$ cat src/verilog/fiix_regs.svh
/*
 Constants of the Format II / store / return-jump execution block:
 codes, memory locations and execution times.
 Assumes a 100 MHz clock; locations are machine word addresses.
*/
`ifndef FIIX_REGS_SVH
`define FIIX_REGS_SVH
// ============================================================
// Function and subfunction codes (octal 75, 76, 77, 50)
`define FIIX_F_STORE_SPECIAL_REG_INSTR    6'h3D
`define FIIX_F_RJP      6'h3E
`define FIIX_F_ILLEGAL  6'h3F
`define FIIX_F_FMT2     6'h28
`define FIIX_S_IN_ACT   6'h01
`define FIIX_S_OUT_ACT  6'h02
`define FIIX_S_EXF_ACT  6'h03
`define FIIX_S_IN_XFR   6'h09
`define FIIX_S_OUT_XFR  6'h0A
`define FIIX_S_EXF_XFR  6'h0B
`define FIIX_S_RTC_EN   6'h0C
// ============================================================
// Memory locations (octal 60, 40, 20, 200, 0, 500, 12)
`define FIIX_BASE_IN    16'h0030
`define FIIX_BASE_OUT   16'h0020
`define FIIX_BASE_EXF   16'h0010
`define FIIX_BASE_HIGH  16'h0080
`define FIIX_FAULT_LO   16'h0000
`define FIIX_FAULT_HI   16'h0140
`define FIIX_RTC_ENTRY  16'h000A
// ============================================================
// Execution times
`define FIIX_CLK_NS     10
`define FIIX_T_SHORT_US 2
`define FIIX_T_MID_US   4
`define FIIX_T_LONG_US  6
`define FIIX_CYC_SHORT  ((`FIIX_T_SHORT_US * 1000) / `FIIX_CLK_NS)
`define FIIX_CYC_MID    ((`FIIX_T_MID_US * 1000) / `FIIX_CLK_NS)
`define FIIX_CYC_LONG   ((`FIIX_T_LONG_US * 1000) / `FIIX_CLK_NS)
`endif

$ cat src/verilog/fiix_pkg.sv
/*
 Types of the Format II / store / return-jump execution block.
 Assumes nothing beyond the constants header.
*/
package fiix_pkg;
	// ============================================================
	// Sequencer states
	typedef enum logic [7:0] {
		S_IDLE = 8'h01,
		S_RD   = 8'h02,
		S_WR   = 8'h04,
		S_RD1  = 8'h08,
		S_WR1  = 8'h10,
		S_RD2  = 8'h20,
		S_WR2  = 8'h40,
		S_WAIT = 8'h80
	} fiix_state_t;
	// ============================================================
	// Operation in progress
	typedef enum logic [6:0] {
		OP_NOP   = 7'h01,
		OP_STORE_SPECIAL_REG_INSTR = 7'h02,
		OP_RJP   = 7'h04,
		OP_FAULT = 7'h08,
		OP_ACT   = 7'h10,
		OP_XFER  = 7'h20,
		OP_RTC   = 7'h40
	} fiix_op_t;
endpackage

$ cat src/verilog/fiix_exec.sv
/*
 Execution unit for store special register, direct return jump, the
 illegal code trap and the Format II channel activate / transfer
 group, plus the real-time clock monitor enable.
 Assumes a same-clock core memory port that answers each request with
 a one-cycle mem_ack, and a processor that pulses start with the
 instruction, program address and operand address, then waits for done.
*/
// How it works
// - Code 75 writes zero plus special register, 4 us
// - Code 75 keeps upper twelve bits of word
// - Code 75 then clears only the active bit
// - Code 76 stores P+1, jumps y+1, 4 us
// - Interrupt-entered return jump stores P itself
// - Code 77 traps to 0 or 500, 2 us
// - Code 50 loads function register with subfunction
// - 50:01 sets input channel active, 2 us
// - 50:02 sets output channel active, 2 us
// - 50:03 sets external function channel active
// - 50:12 copies two words, output active, 6 us
// - 50:13 copies two words, function active, 6 us
// - Transfers never stall channels; processor waits 6 us for done
// - 50:14 enables clock monitor, interrupts on equality
// - Monitor interrupt fetches from location 12
`timescale 1ns/100ps
`include "fiix_regs.svh"

module fiix_exec
	import fiix_pkg::*;
(
	// Clock and reset
	input  wire logic        clk,
	input  wire logic        rst_n,
	// Instruction dispatch
	input  wire logic        start,
	input  wire logic [17:0] instr,
	input  wire logic [15:0] p_addr,
	input  wire logic [15:0] opnd_addr,
	input  wire logic        intr_entry,
	// Special register load and recovery switch pin
	input  wire logic        sr_load,
	input  wire logic [4:0]  sr_data,
	input  wire logic        auto_recovery_sw,
	// Real-time clock words
	input  wire logic [17:0] rtc_word,
	input  wire logic [17:0] rtc_monitor,
	// Core memory
	output logic             mem_req,
	output logic             mem_we,
	output logic [15:0]      mem_addr,
	output logic [17:0]      mem_wdata,
	input  wire logic [17:0] mem_rdata,
	input  wire logic        mem_ack,
	// Sequencing results
	output logic             busy,
	output logic             done,
	output logic             jump,
	output logic [15:0]      jump_addr,
	output logic [6:0]       func_reg,
	output logic [4:0]       special_register,
	// Channel buffer control and clock monitor
	output logic [15:0]      in_active,
	output logic [15:0]      out_active,
	output logic [15:0]      exf_active,
	output logic             rtc_mon_en,
	output logic             rtc_irq
);
	// ============================================================
	// State
	fiix_state_t state, next_state;
	fiix_op_t    op, next_op;
	logic [9:0]  cyc, next_cyc, lim, next_lim;
	logic [5:0]  sub, next_sub;
	logic [3:0]  k, next_k;
	logic [15:0] y, next_y, p, next_p;
	logic [17:0] rd_word, next_rd_word;
	logic        next_mem_req, next_mem_we;
	logic [15:0] next_mem_addr;
	logic [17:0] next_mem_wdata;
	logic        next_busy, next_done, next_jump;
	logic [15:0] next_jump_addr;
	logic [6:0]  next_func_reg;
	logic [4:0]  next_sr;
	logic [15:0] next_in_active, next_out_active, next_exf_active;
	logic        next_rtc_mon_en, next_rtc_irq;
	logic        sw_meta, sw_sync;
	logic [15:0] xbase;

	// ============================================================
	// Switch synchroniser
	always_ff @(posedge clk or negedge rst_n)
	begin
		if (!rst_n)
		begin
			sw_meta <= 1'b0;
			sw_sync <= 1'b0;
		end
		else
		begin
			sw_meta <= auto_recovery_sw;
			sw_sync <= sw_meta;
		end
	end

	// ============================================================
	// Buffer control word location for channel k
	always_comb
	begin
		case (sub[1:0])
			2'h1:    xbase = `FIIX_BASE_IN;
			2'h2:    xbase = `FIIX_BASE_OUT;
			default: xbase = `FIIX_BASE_EXF;
		endcase
		// Channels 10-17 sit 200 words higher
		xbase = xbase + (k[3] ? `FIIX_BASE_HIGH : 16'h0000)
			+ {12'h000, k[2:0], 1'b0};
	end

	// ============================================================
	// Sequencer next values
	always_comb
	begin
		next_state      = state;
		next_op         = op;
		next_cyc        = (cyc == 10'h3FF) ? cyc : 10'(cyc + 10'h001);
		next_lim        = lim;
		next_sub        = sub;
		next_k          = k;
		next_y          = y;
		next_p          = p;
		next_rd_word    = rd_word;
		next_mem_req    = mem_req;
		next_mem_we     = mem_we;
		next_mem_addr   = mem_addr;
		next_mem_wdata  = mem_wdata;
		next_busy       = busy;
		next_done       = 1'b0;
		next_jump       = 1'b0;
		next_jump_addr  = jump_addr;
		next_func_reg   = func_reg;
		next_sr         = sr_load ? sr_data : special_register;
		next_in_active  = in_active;
		next_out_active = out_active;
		next_exf_active = exf_active;
		next_rtc_mon_en = rtc_mon_en;
		next_rtc_irq    = 1'b0;
		case (state)
			S_IDLE:
			begin
				next_cyc = 10'h000;
				if (start)
				begin
					next_busy = 1'b1;
					next_cyc  = 10'h001;
					next_y    = opnd_addr;
					next_p    = p_addr;
					next_k    = instr[3:0];
					next_sub  = instr[11:6];
					next_lim  = 10'(`FIIX_CYC_SHORT);
					next_state = S_WAIT;
					next_op   = OP_NOP;
					case (instr[17:12])
						`FIIX_F_STORE_SPECIAL_REG_INSTR:
						begin
							next_op       = OP_STORE_SPECIAL_REG_INSTR;
							next_lim      = 10'(`FIIX_CYC_MID);
							next_state    = S_RD;
							next_mem_req  = 1'b1;
							next_mem_addr = opnd_addr;
						end
						`FIIX_F_RJP:
						begin
							next_op        = OP_RJP;
							next_lim       = 10'(`FIIX_CYC_MID);
							next_state     = S_WR;
							next_mem_req   = 1'b1;
							next_mem_we    = 1'b1;
							next_mem_addr  = opnd_addr;
							next_mem_wdata = {2'b00, intr_entry ? p_addr
								: 16'(p_addr + 16'h0001)};
						end
						`FIIX_F_ILLEGAL:
							next_op = OP_FAULT;
						`FIIX_F_FMT2:
						begin
							next_func_reg = {1'b1, instr[11:6]};
							case (instr[11:6])
								`FIIX_S_IN_ACT, `FIIX_S_OUT_ACT, `FIIX_S_EXF_ACT:
									next_op = OP_ACT;
								`FIIX_S_IN_XFR, `FIIX_S_OUT_XFR, `FIIX_S_EXF_XFR:
								begin
									next_op       = OP_XFER;
									next_lim      = 10'(`FIIX_CYC_LONG);
									next_state    = S_RD1;
									next_mem_req  = 1'b1;
									next_mem_addr = 16'(p_addr + 16'h0001);
								end
								`FIIX_S_RTC_EN:
									next_op = OP_RTC;
								6'h00, 6'h04, 6'h05, 6'h06, 6'h07, 6'h08:
									next_op = OP_FAULT;
								default:
									next_op = OP_NOP;
							endcase
						end
						default:
							next_op = OP_NOP;
					endcase
				end
				else if (rtc_mon_en && rtc_word == rtc_monitor)
				begin
					// One shot: monitor must be re-enabled by software
					next_rtc_irq    = 1'b1;
					next_rtc_mon_en = 1'b0;
					next_jump       = 1'b1;
					next_jump_addr  = `FIIX_RTC_ENTRY;
				end
			end
			S_RD:
				if (mem_ack)
				begin
					next_rd_word   = mem_rdata;
					next_mem_we    = 1'b1;
					next_mem_wdata = {mem_rdata[17:6], 1'b0, special_register};
					next_state     = S_WR;
				end
			S_WR:
				if (mem_ack)
				begin
					next_mem_req = 1'b0;
					next_mem_we  = 1'b0;
					if (op == OP_STORE_SPECIAL_REG_INSTR)
						next_sr[4] = 1'b0;
					next_state   = S_WAIT;
				end
			S_RD1, S_RD2:
				if (mem_ack)
				begin
					next_rd_word   = mem_rdata;
					next_mem_we    = 1'b1;
					next_mem_wdata = mem_rdata;
					next_mem_addr  = (state == S_RD1) ? xbase
						: 16'(xbase + 16'h0001);
					next_state     = (state == S_RD1) ? S_WR1 : S_WR2;
				end
			S_WR1:
				if (mem_ack)
				begin
					next_mem_we   = 1'b0;
					next_mem_addr = 16'(p + 16'h0002);
					next_state    = S_RD2;
				end
			S_WR2:
				if (mem_ack)
				begin
					next_mem_req = 1'b0;
					next_mem_we  = 1'b0;
					next_state   = S_WAIT;
				end
			S_WAIT:
				if (cyc >= 10'(lim - 10'h001))
				begin
					next_done  = 1'b1;
					next_busy  = 1'b0;
					next_state = S_IDLE;
					case (op)
						OP_FAULT:
						begin
							next_jump      = 1'b1;
							next_jump_addr = sw_sync ? `FIIX_FAULT_HI : `FIIX_FAULT_LO;
						end
						OP_RJP:
						begin
							next_jump      = 1'b1;
							next_jump_addr = 16'(y + 16'h0001);
						end
						OP_ACT, OP_XFER:
						begin
							// Flags only; channels keep running throughout
							case (sub[1:0])
								2'h1:    next_in_active[k]  = 1'b1;
								2'h2:    next_out_active[k] = 1'b1;
								default: next_exf_active[k] = 1'b1;
							endcase
							if (op == OP_XFER)
							begin
								next_jump      = 1'b1;
								next_jump_addr = 16'(p + 16'h0003);
							end
						end
						OP_RTC:
							next_rtc_mon_en = 1'b1;
						default:
							next_busy = 1'b0;
					endcase
				end
			default:
				next_state = S_IDLE;
		endcase
	end

	// ============================================================
	// Sequencer registers
	always_ff @(posedge clk or negedge rst_n)
	begin
		if (!rst_n)
		begin
			state <= S_IDLE;
			op <= OP_NOP;
			cyc <= 10'h000;
			lim <= 10'h001;
			sub <= 6'h00;
			k <= 4'h0;
			y <= 16'h0000;
			p <= 16'h0000;
			rd_word <= 18'h00000;
			mem_req <= 1'b0;
			mem_we <= 1'b0;
			mem_addr <= 16'h0000;
			mem_wdata <= 18'h00000;
			busy <= 1'b0;
			done <= 1'b0;
			jump <= 1'b0;
			jump_addr <= 16'h0000;
			func_reg <= 7'h00;
			special_register <= 5'h00;
			in_active <= 16'h0000;
			out_active <= 16'h0000;
			exf_active <= 16'h0000;
			rtc_mon_en <= 1'b0;
			rtc_irq <= 1'b0;
		end
		else
		begin
			state <= next_state;
			op <= next_op;
			cyc <= next_cyc;
			lim <= next_lim;
			sub <= next_sub;
			k <= next_k;
			y <= next_y;
			p <= next_p;
			rd_word <= next_rd_word;
			mem_req <= next_mem_req;
			mem_we <= next_mem_we;
			mem_addr <= next_mem_addr;
			mem_wdata <= next_mem_wdata;
			busy <= next_busy;
			done <= next_done;
			jump <= next_jump;
			jump_addr <= next_jump_addr;
			func_reg <= next_func_reg;
			special_register <= next_sr;
			in_active <= next_in_active;
			out_active <= next_out_active;
			exf_active <= next_exf_active;
			rtc_mon_en <= next_rtc_mon_en;
			rtc_irq <= next_rtc_irq;
		end
	end
endmodule

$ cat config.mk
export PLATFORM = sky130hd
export DESIGN_NAME = fiix_exec
export DESIGN_NICKNAME = d
export VERILOG_FILES = /design/src/verilog/fiix_pkg.sv /design/src/verilog/fiix_exec.sv
export VERILOG_INCLUDE_DIRS = /design/src /design/src/verilog
export SDC_FILE = /design/constraint.sdc
export NUM_CORES = 1
export LEC_CHECK = 0
export ABC_AREA = 1
export BUFFER_PORTS_ARGS = -buffer_cell sky130_fd_sc_hd__buf_2
export CAP_MARGIN = 20
export CORE_MARGIN = 2
export CORE_UTILIZATION = 41
export CTS_CLUSTER_SIZE = 20
export DETAILED_ROUTE_END_ITERATION = 8
export GPL_TIMING_DRIVEN = 0
export PLACE_DENSITY = 0.71
export SLEW_MARGIN = 20
export SYNTH_ARGS = -nofsm -noshare
export SYNTH_HDL_FRONTEND = slang
export SYNTH_SLANG_ARGS = --single-unit
$ cat constraint.sdc
create_clock -name clk -period 3.3 [get_ports clk]
set_input_delay 0.495 -clock clk [delete_from_list [all_inputs] [get_ports clk]]
set_output_delay 0.495 -clock clk [all_outputs]
set_load 0.05 [all_outputs]
==> metrics.csv, run 1 <==
metric,value,unit
synth top area cells,"dfrtp_1 (43%), nand2_1 (15%), inv_1 (5.8%), nand3_1 (4.7%), o21ai_0 (4.2%)",
RD Place Congestion,0.9790,
Reg with most FFs,mem_wdata,
CP Buf/Inv Count,4,
# clock sinks,188,
vias,10617,
clock-pin slew on the worst setup and hold paths,0.08,ns
Port Buf Inserts,229,
Syn Std Cell Area,10790,um^2
"Max FO, Critical Path",10,
xor/xnor cell area share of the yosys netlist,1.380,%
register area share after synthesis,43.63,%
slowest stage cell on the critical path,dfstp_2,
initial antenna violation count,1,
H-tree Lvls,4,
TritonCTS clock tree,built,
drt pass-1 iters,5,
die width,166.2,um
adder and majority gate portion of the synthesized area,2.319,%
Avg Inst Size Synth,7.447,um^2
Worst EP required,3.67,ns
synth-to-layout area growth,21.01,%
Worst Tran Pin Value,0.8613,ns
status,"complete, no violations",
post-detail-place hpwl,27430,um
max-cap violations,0,
Net Sw Frac,47.34,%
Total Routing Usage GR,25.47,%
Die Area,27630,um^2
Antenna Nets Post-Route,0,
largest net degree at the start of global routing,67,
"FF+latch count, synth",188,
CP top delay family,simple AND/OR/NAND/NOR gates,
Clock power frac,23.1,%
die span in y,166.2,um
Final min period,3.042,ns
dpl ws,0.2539,ns
fin crit share,92.18,%
Hold Slack,0.1650,ns
total power,9.315,mW
Post-Place Cells,2015,
Power Density,713.4,nW/um^2
library cells used by synthesis,53,
global-route wire length before repair,56000,um
ANT cells,0,
crit start category,flop,
Worst Path Arrival,3.41,ns
LEAKAGE,6.884,nW
setup bufs post-CTS,0,
RSZ-0062 raised after global routing,no,
FILL cells,2612,
Vias/cell,5.184,
multiplexer area fraction after synthesis,0.4058,%
post-synth top area share,42.90,%
"Worst Setup Slack, final",0.2581,ns
Synth Instances,1449,
post-synth net total,1585,
fin. max-slew vios,0,
final std cells w/o fill,2048,
Hold Path Class,in -> reg,
Simple-Gate Fraction of Synth Area,30.21,%
CP endpoint kind,flop,
"Design Area, Final",13060,um^2
cell internal pwr,4.905,mW
CTS root buffer,clkbuf_16,
clock latency on the worst-skew pair,0.45,ns
Initial Util,41.53,%
Gate power share,41.0,%
cell repeated most along the worst path,nand3_1,
Compound-Gate Fraction of Synth Area,13.90,%
Setup Skew,0.01680,ns
routed wire length,34700,um
fmax,328.7,MHz
TNS Setup,0,ns
I/O pins,233,
VDD IR max,512.4,uV
CP peak stage delay,0.55,ns
Final setup viols,0,
clk buf depth,2,
crit path kind,reg -> reg,
drc violations,0,
drt initial violations,844,
number of global-route vias before repair,10443,
sequential share of power,35.8,%
GRT overflow,0,
fraction of layout instances using a drive strength above 1,20.02,%
largest family of logic cells by synthesized area,simple AND/OR/NAND/NOR gates,
Final Util,50.25,%
dpl cell area,12420,um^2
Slew headroom,42.05,%
worst path cell trace,inv_1 > ha_1 > nand3_1 > xor2_1 > inv_1 > ha_1 > nand2_1 > nor2_1 > nand3_1 > nand3_1 > nand2_2 > inv_2 > nand3_2 > buf_2 > o21bai_1,
CTS Buf Count,17,
final hold viol count,0,
core footprint,25980,um^2
WL/cell,16.94,um
switching power total,4.410,mW
max reg flops,18,
cell accounting for the most synthesized area,dfrtp_1,
number of core rows,59,
yosys synthesis warning count,0,
final net count,1836,
repair_timing:
item,CTS,global route
gates resized for setup,0,0
hold buffers,1,0
hold endpoints to repair,5,0
final timing paths:
path	from	to	slack [ns]	cells past startpoint
worst max-delay path	lim[0]$_DFFE_PN1P_	in_active[5]$_DFFE_PN0P_	0.26	15
worst min register to register	sw_meta$_DFF_PN0_	sw_sync$_DFF_PN0_	0.35	0
worst max register to register	lim[0]$_DFFE_PN1P_	in_active[5]$_DFFE_PN0P_	0.26	15
max in group asynchronous	rst_n	state[0]$_DFFE_PN1P_	2.03	3
worst min-delay path	auto_recovery_sw	sw_meta$_DFF_PN0_	0.16	1
min in group asynchronous	rst_n	func_reg[2]$_DFFE_PN0P_	0.56	2
layout make-up:
type | instances | area [um^2] | area share, %
multi-input cells | 1040 | 5202 | 39.84
flip-flops and latches | 188 | 4708 | 36.06
repair buffers | 232 | 1221 | 9.352
inverters | 182 | 684.4 | 5.241
clock buffers | 17 | 425.4 | 3.258
well taps | 335 | 419.2 | 3.210
clock inverters | 15 | 201.4 | 1.543
plain buffers | 39 | 195.2 | 1.495
power by group through the flow:
stage / registers (mW) / clock network [mW] / logic [mW]
floorplan: 4.09 / 0 / 1.89
global placement: 3.36 / 0 / 3.73
detailed placement: 3.36 / 0 / 3.81
CTS: 3.33 / 2.19 / 3.83
global route: 3.41 / 2.28 / 4.25
finish: 3.34 / 2.15 / 3.82
synthesized netlist by cell type (all sizes together):
| cell type | instances |
|---|---|
| nor2 | 123 |
| and3 | 2 |
| ha | 20 |
| mux2i | 1 |
| a21o | 1 |
| o211ai | 7 |
| o41ai | 1 |
| a21boi | 3 |
| o31ai | 1 |
| o32ai | 1 |
| o21a | 1 |
| buf | 24 |
| clkbuf | 15 |
| nor4 | 2 |
| nand3b | 3 |
| a31oi | 4 |
| xnor2 | 3 |
| a211oi | 1 |
| a21oi | 50 |
| o21ai | 116 |
| a22oi | 7 |
| dfstp | 3 |
| inv | 179 |
| or2 | 7 |
| o2111ai | 1 |
| xor2 | 14 |
| clkinv | 3 |
| mux2 | 3 |
| nand3 | 106 |
| dfrtp | 185 |
| nand2 | 451 |
| o21bai | 52 |
| nor3 | 12 |
| a41oi | 1 |
| o221ai | 2 |
| o22ai | 4 |
| nand4 | 40 |
worst reg2reg max path, stage by stage (launching register included):
cell      delay [ns]
dfstp_2         0.55
inv_1           0.11
ha_1            0.26
nand3_1         0.10
xor2_1          0.14
inv_1           0.06
ha_1            0.26
nand2_1         0.07
nor2_1          0.15
nand3_1         0.12
nand3_1         0.20
nand2_2         0.13
inv_2           0.13
nand3_2         0.24
buf_2           0.30
o21bai_1        0.15
logic make-up (layout without fill, tap and decap cells):
| logic type | Yosys count | after routing |
|---|---|---|
| AOI/OAI and AO/OA | 253 | 253 |
| buffers and inverters | 221 | 485 |
| xor gates and xnor gates | 17 | 17 |
| adders and majority gates | 20 | 20 |
| DFF | 188 | 188 |
| and+or+nand+nor | 746 | 746 |
| muxes | 4 | 4 |
per-layer routing:
layer	global-route usage, %	share of wire, %	vias to the layer above
li1	-	-	5216
met1	34.69	46	4987
met2	41.17	45	363
met3	5.362	6.8	51
met4	7.459	2.5	0
met5	0	0	-
placed cells by master, fill, tap and decap left out, drive strengths merged:
cell type / instances
a211oi: 1
a21boi: 3
a21o: 1
a21oi: 50
a22oi: 7
a31oi: 4
a41oi: 1
and3: 2
buf: 255
clkbuf: 32
clkinv: 8
dfrtp: 185
dfstp: 3
dlygate4sd3: 1
ha: 20
inv: 189
mux2: 3
mux2i: 1
nand2: 451
nand3: 106
nand3b: 3
nand4: 40
nor2: 123
nor3: 12
nor4: 2
o2111ai: 1
o211ai: 7
o21a: 1
o21ai: 116
o21bai: 52
o221ai: 2
o22ai: 4
o31ai: 1
o32ai: 1
o41ai: 1
or2: 7
xnor2: 3
xor2: 14
Power figures use the tool's default switching activity.
==> run 2: changes to the inputs <==
RECOVER_POWER = 100   (was unset)
clock period = 3.8 ns   (was 3.3 ns; I/O delays follow)
==> metrics.csv, run 2 (synthesis gave the netlist of run 1 again) <==
metric,value,unit,change
Initial Util,41.53,%,unchanged
slowest stage cell on the critical path,dfstp_1,,
clock latency on the worst-skew pair,0.45,ns,about the same
Port Buf Inserts,229,,unchanged
Post-Place Cells,2015,,unchanged
Final min period,3.197,ns,+0.1547 ns
Gate power share,39.9,%,-1.1 points
CP endpoint kind,flop,,
most frequent cells in the layout,"nand2_1 (448), dfrtp_1 (185), inv_1 (172)",,
worst path cell trace,inv_1 > ha_1 > nand3_1 > xor2_1 > inv_1 > ha_1 > nand2_1 > nor2_1 > nand3_1 > nand3_1 > nand4_1 > clkbuf_1 > o21bai_1,,
fin. max-slew vios,58,,+58
LEAKAGE,6.393,nW,-7.1%
fraction of layout instances using a drive strength above 1,11.68,%,-8.3 points
GRT overflow,0,,unchanged
switching power total,3.798,mW,-14%
Final setup viols,0,,unchanged
Most Crowded Layer GR,met2,,
global-route wire length before repair,55990,um,about the same
I/O pins,233,,unchanged
Clock power frac,23.5,%,+0.4 points
fin crit share,84.12,%,-8.1 points
post-detail-place hpwl,27430,um,unchanged
initial antenna violation count,1,,unchanged
synth-to-layout area growth,18.74,%,
Antenna Nets Post-Route,0,,unchanged
Vias/cell,5.170,,-0.26%
Total Routing Usage GR,25.47,%,about the same
VDD IR max,430.8,uV,-16%
RD Place Congestion,0.9790,,unchanged
WL/cell,16.95,um,about the same
Power Density,620.5,nW/um^2,-13%
CTS Buf Count,17,,unchanged
H-tree Lvls,4,,unchanged
cell internal pwr,4.152,mW,-15%
"commonest non-fill, non-tap cell in the layout",nand2_1,,
# clock sinks,188,,unchanged
Hold Path Class,in -> reg,,
core footprint,25980,um^2,unchanged
setup bufs post-CTS,0,,unchanged
status,"complete, but fails checks",,
cell repeated most along the worst path,nand3_1,,
max reg flops,18,,unchanged
failing checks,"capacitance limit, slew limit",,
final std cells w/o fill,2047,,-0.049%
Die Area,27630,um^2,unchanged
final hold viol count,0,,unchanged
fmax,312.8,MHz,-4.8%
die span in y,166.2,um,unchanged
Worst Tran Pin Value,2.817,ns,+1.955 ns
final net count,1835,,-0.054%
FILL cells,2692,,+3.1%
crit path kind,reg -> reg,,
RSZ-0062 raised after global routing,no,,
sequential share of power,36.5,%,+0.7 points
Worst EP required,4.16,ns,+0.49 ns
drt pass-1 iters,5,,unchanged
clk buf depth,2,,unchanged
max-cap violations,1,,+1
largest net degree at the start of global routing,67,,unchanged
CP peak stage delay,0.55,ns,about the same
Worst Path Arrival,3.56,ns,+0.15 ns
Multi-input gate area,5129,um^2,-1.4%
routed wire length,34700,um,about the same
Slew headroom,-87.78,%,-130 points
CTS root buffer,clkbuf_16,,
Reg with most FFs,mem_wdata,,
number of core rows,59,,unchanged
vias,10584,,-0.31%
met1 GRT Util,34.67,%,about the same
M3 GR Usage,5.362,%,unchanged
Net Sw Frac,47.77,%,+0.43 points
TritonCTS clock tree,built,,
number of global-route vias before repair,10440,,-0.029%
clock-pin slew on the worst setup and hold paths,0.08,ns,about the same
die width,166.2,um,unchanged
Hold Slack,0.2407,ns,+0.07579 ns
drc violations,0,,unchanged
"Hold-fix buffers, CTS",0,,-1
crit start category,flop,,
drt initial violations,781,,-7.5%
Sequential cell area,4708,um^2,unchanged
met2 GRT Util,41.17,%,unchanged
CTS resizes,0,,unchanged
ANT cells,0,,unchanged
"Max FO, Critical Path",10,,unchanged
Setup Skew,0.01884,ns,+0.002036 ns
TNS Setup,0,ns,unchanged
==> run 2: cell types whose count changed in the layout (fill, tap and decap cells not counted), moves of 2 or more <==
cell      change
nand2_1       +4
o21ai_1      -20
inv_1         +5
clkbuf_1    +123
buf_4         -2
inv_2         -5
o21ai_0      +20
nand2_4       -2
nor2_4        -4
nor2_2        -2
nand2_2       -2
buf_2       -121
nor2_1        +6
==> run 2: routing by layer <==
metal	routed length [um]	share of wire, %
met5	0	0
met3	2468	7.1
met1	15700	45
met2	15670	45
met4	867	2.5
==> run 2: final cells by class <==
type | instances | area share (%)
clock buffers | 17 | 3.320
inverters | 182 | 5.342
repair buffers | 231 | 8.291
well taps | 335 | 3.271
clock inverters | 15 | 1.572
multi-input cells | 1040 | 40.03
flip-flops and latches | 188 | 36.75
plain buffers | 39 | 1.426
==> run 2: worst paths after layout <==
check,start,to,slack (ns),cells past startpoint
max reg2reg,lim[0]$_DFFE_PN1P_,exf_active[11]$_DFFE_PN0P_,0.60,13
max,lim[0]$_DFFE_PN1P_,exf_active[11]$_DFFE_PN0P_,0.60,13
min reg2reg,sw_meta$_DFF_PN0_,sw_sync$_DFF_PN0_,0.35,0
max in group asynchronous,rst_n,y[11]$_DFFE_PN0P_,1.04,1
min in group asynchronous,rst_n,func_reg[2]$_DFFE_PN0P_,1.13,1
min,auto_recovery_sw,sw_meta$_DFF_PN0_,0.24,1
==> run 2: per-stage QoR <==
stage	total power [mW]	utilization, %	worst slack (ns)	cell area (um^2)
CTS	8.107	50.21	0.7167	13050
global placement	6.157	47.55	-0.9294	12360
finish	7.950	49.31	0.6034	12810
floorplan	5.198	-	1.310	10790
global route	8.497	49.31	0.3097	12810
detailed placement	6.226	47.80	0.7539	12420
==> run 2: power groups by stage <==
stage | combinational, mW | clock (mW) | sequential [mW]
final | 3.17 | 1.87 | 2.90
after global routing | 3.54 | 1.98 | 2.97
after CTS | 3.32 | 1.90 | 2.89
after detailed placement | 3.31 | 0 | 2.92
after global placement | 3.24 | 0 | 2.92
after floorplan | 1.65 | 0 | 3.55
==> run 2: worst max-delay path: cells and delay by family (launching register included) <==
family	cells	cell delay, ns
and+or+nand+nor	6	1.08
buffers and inverters	3	0.59
DFF	1	0.55
adders and majority gates	2	0.52
AOI/OAI and AO/OA	1	0.23
xor gates and xnor gates	1	0.14
==> run 3: changes to the inputs <==
clock period = 3.05 ns   (was 3.8 ns; I/O delays follow)
==> metrics.csv, run 3 (synthesis gave the netlist of run 1 again) <==
metric,value,unit,change
GRT overflow,0,,unchanged
"commonest non-fill, non-tap cell in the layout",nand2_1,,
# clock sinks,188,,unchanged
TritonCTS clock tree,built,,
VDD IR max,538.3,uV,+25%
R2R depth,13,,unchanged
Worst Path Arrival,3.24,ns,-0.32 ns
routed wire length,34690,um,about the same
final net count,1837,,+0.11%
Setup Skew,0.01754,ns,-0.001300 ns
max-cap violations,1,,unchanged
global-route wire length before repair,56000,um,about the same
Total Routing Usage GR,25.47,%,about the same
Initial Util,41.53,%,unchanged
clock-pin slew on the worst setup and hold paths,0.08,ns,about the same
hold path depth,1,,unchanged
initial antenna violation count,1,,unchanged
Multi-input gate area,5175,um^2,+0.90%
Reg with most FFs,mem_wdata,,
most frequent cells in the layout,"nand2_1 (447), dfrtp_1 (185), inv_1 (171)",,
drt initial violations,777,,-0.51%
WL/cell,16.93,um,-0.13%
Post-Place Cells,2015,,unchanged
Hold EP,sw_meta$_DFF_PN0_,,
Reg2Reg Launch Point,lim[0]$_DFFE_PN1P_,,
drc violations,0,,unchanged
"reg-to-reg slack, setup",0.17,ns,-0.43 ns
LEAKAGE,6.414,nW,+0.33%
"Max FO, Critical Path",10,,unchanged
Final setup viols,0,,unchanged
Die Area,27630,um^2,unchanged
clock latency on the worst-skew pair,0.45,ns,about the same
clk buf depth,2,,unchanged
ANT cells,0,,unchanged
failing checks,"capacitance limit, slew limit",,
FILL cells,2678,,-0.52%
fraction of layout instances using a drive strength above 1,12.31,%,+0.63 points
final hold viol count,0,,unchanged
"Design Area, Final",12880,um^2,+0.54%
TNS Setup,0,ns,unchanged
CTS root buffer,clkbuf_16,,
Power Density,773.5,nW/um^2,+25%
Worst Tran Pin Value,1.608,ns,-1.208 ns
synth-to-layout area growth,19.38,%,
crit start category,flop,,
number of global-route vias before repair,10443,,+0.029%
final std cells w/o fill,2049,,+0.098%
largest net degree at the start of global routing,67,,unchanged
dpl cell area,12420,um^2,unchanged
Port Buf Inserts,229,,unchanged
status,"complete, but fails checks",,
Hold Path Class,in -> reg,,
H-tree Lvls,4,,unchanged
I/O pins,233,,unchanged
Sequential cell area,4708,um^2,unchanged
Vias/cell,5.169,,about the same
CTS Buf Count,17,,unchanged
Final min period,2.881,ns,-0.3157 ns
post-detail-place hpwl,27430,um,unchanged
Worst R2R End,exf_active[11]$_DFFE_PN0P_,,
drt pass-1 iters,5,,unchanged
fmax,347.1,MHz,+11%
Worst EP required,3.41,ns,-0.75 ns
crit path kind,reg -> reg,,
die width,166.2,um,unchanged
CP endpoint kind,flop,,
max reg flops,18,,unchanged
core footprint,25980,um^2,unchanged
Slew headroom,-7.219,%,+81 points
die span in y,166.2,um,unchanged
HP Start,auto_recovery_sw,,
Antenna Nets Post-Route,0,,unchanged
fin. max-slew vios,58,,unchanged
vias,10591,,+0.066%
number of core rows,59,,unchanged
fin crit share,94.46,%,+10 points
RD Place Congestion,0.9790,,unchanged
==> run 3: changes by cell type in the layout (fill, tap and decap cells not counted), sizes merged <==
cell,delta
clkbuf,+5
clkinv,+1
dlymetal6s4s,-1
inv,-1
buf,-3
dlygate4sd3,+1
==> run 3: worst max-delay path by stage <==
stage,start,endpoint,slack [ns],cells after the start
after global routing,lim[0]$_DFFE_PN1P_,exf_active[11]$_DFFE_PN0P_,-0.01,13
after floorplan,lim[0]$_DFFE_PN1P_,jump_addr[10]$_DFFE_PN0P_,0.56,16
after global placement,rst_n,mem_addr[9]$_DFFE_PN0P_,-1.57,1
final,lim[0]$_DFFE_PN1P_,exf_active[11]$_DFFE_PN0P_,0.17,13
after CTS,lim[0]$_DFFE_PN1P_,in_active[5]$_DFFE_PN0P_,-0.03,15
after detailed placement,lim[0]$_DFFE_PN1P_,in_active[5]$_DFFE_PN0P_,0.004,15
==> run 3: critical path, stage by stage, from the launching register on <==
cell	delay (ns)
dfstp_2	0.55
inv_1	0.11
ha_1	0.26
nand3_1	0.10
xor2_1	0.14
inv_1	0.06
ha_1	0.26
nand2_1	0.08
nor2_2	0.13
nand3_1	0.12
nand3_2	0.15
nand4_2	0.30
clkbuf_2	0.33
o21bai_1	0.20
==> run 3: timing repair <==
| action | CTS | global route |
|---|---|---|
| gates resized for setup | 0 | 11 |
| pin swaps | 0 | 1 |
| endpoints found under the hold margin | 57 | 0 |
| endpoints found under the setup margin | 15 | 45 |
| buffers inserted | 0 | 2 |
| hold buffers | 1 | 0 |
==> run 3: metal layers <==
layer  wire [um]  vias to the layer above  GRT usage [%]
met5           0                        -              0
met4         903                        0          7.459
met3        2392                       52          5.362
met2       15700                      359          41.17
met1       15700                     4965          34.69
li1            -                     5215              -
==> run 3: layout make-up <==
cell class                      count  area share, %
Timing Repair Buffer              234          8.383
Sequential cell                   188          36.55
Clock inverter                     15          1.564
Tap cell                          335          3.254
Inverter                          182          5.333
Multi-Input combinational cell   1040          40.17
Clock buffer                       17          3.303
Buffer                             38          1.438
==> run 3: stage by stage <==
| step | setup WS (ns) | power (mW) | hold slack (ns) | util [%] |
|---|---|---|---|---|
| final | 0.1690 | 9.963 | 0.1287 | 49.57 |
| after detailed placement | 0.003937 | 7.757 | 0.3428 | 47.80 |
| after global routing | -0.01257 | 10.65 | 0.1093 | 49.57 |
| after CTS | -0.03331 | 10.10 | 0.1166 | 50.25 |
| after floorplan | 0.5601 | 6.476 | 0.1619 | - |
| after global placement | -1.567 | 7.672 | 0.3357 | 47.55 |
==> run 3: report_power, final <==
| part | internal (mW) | switching [mW] | leakage [nW] |
|---|---|---|---|
| sequential | 3.06 | 0.554 | 2.45 |
| combinational | 1.00 | 3.02 | 3.66 |
| clock | 1.14 | 1.18 | 0.304 |
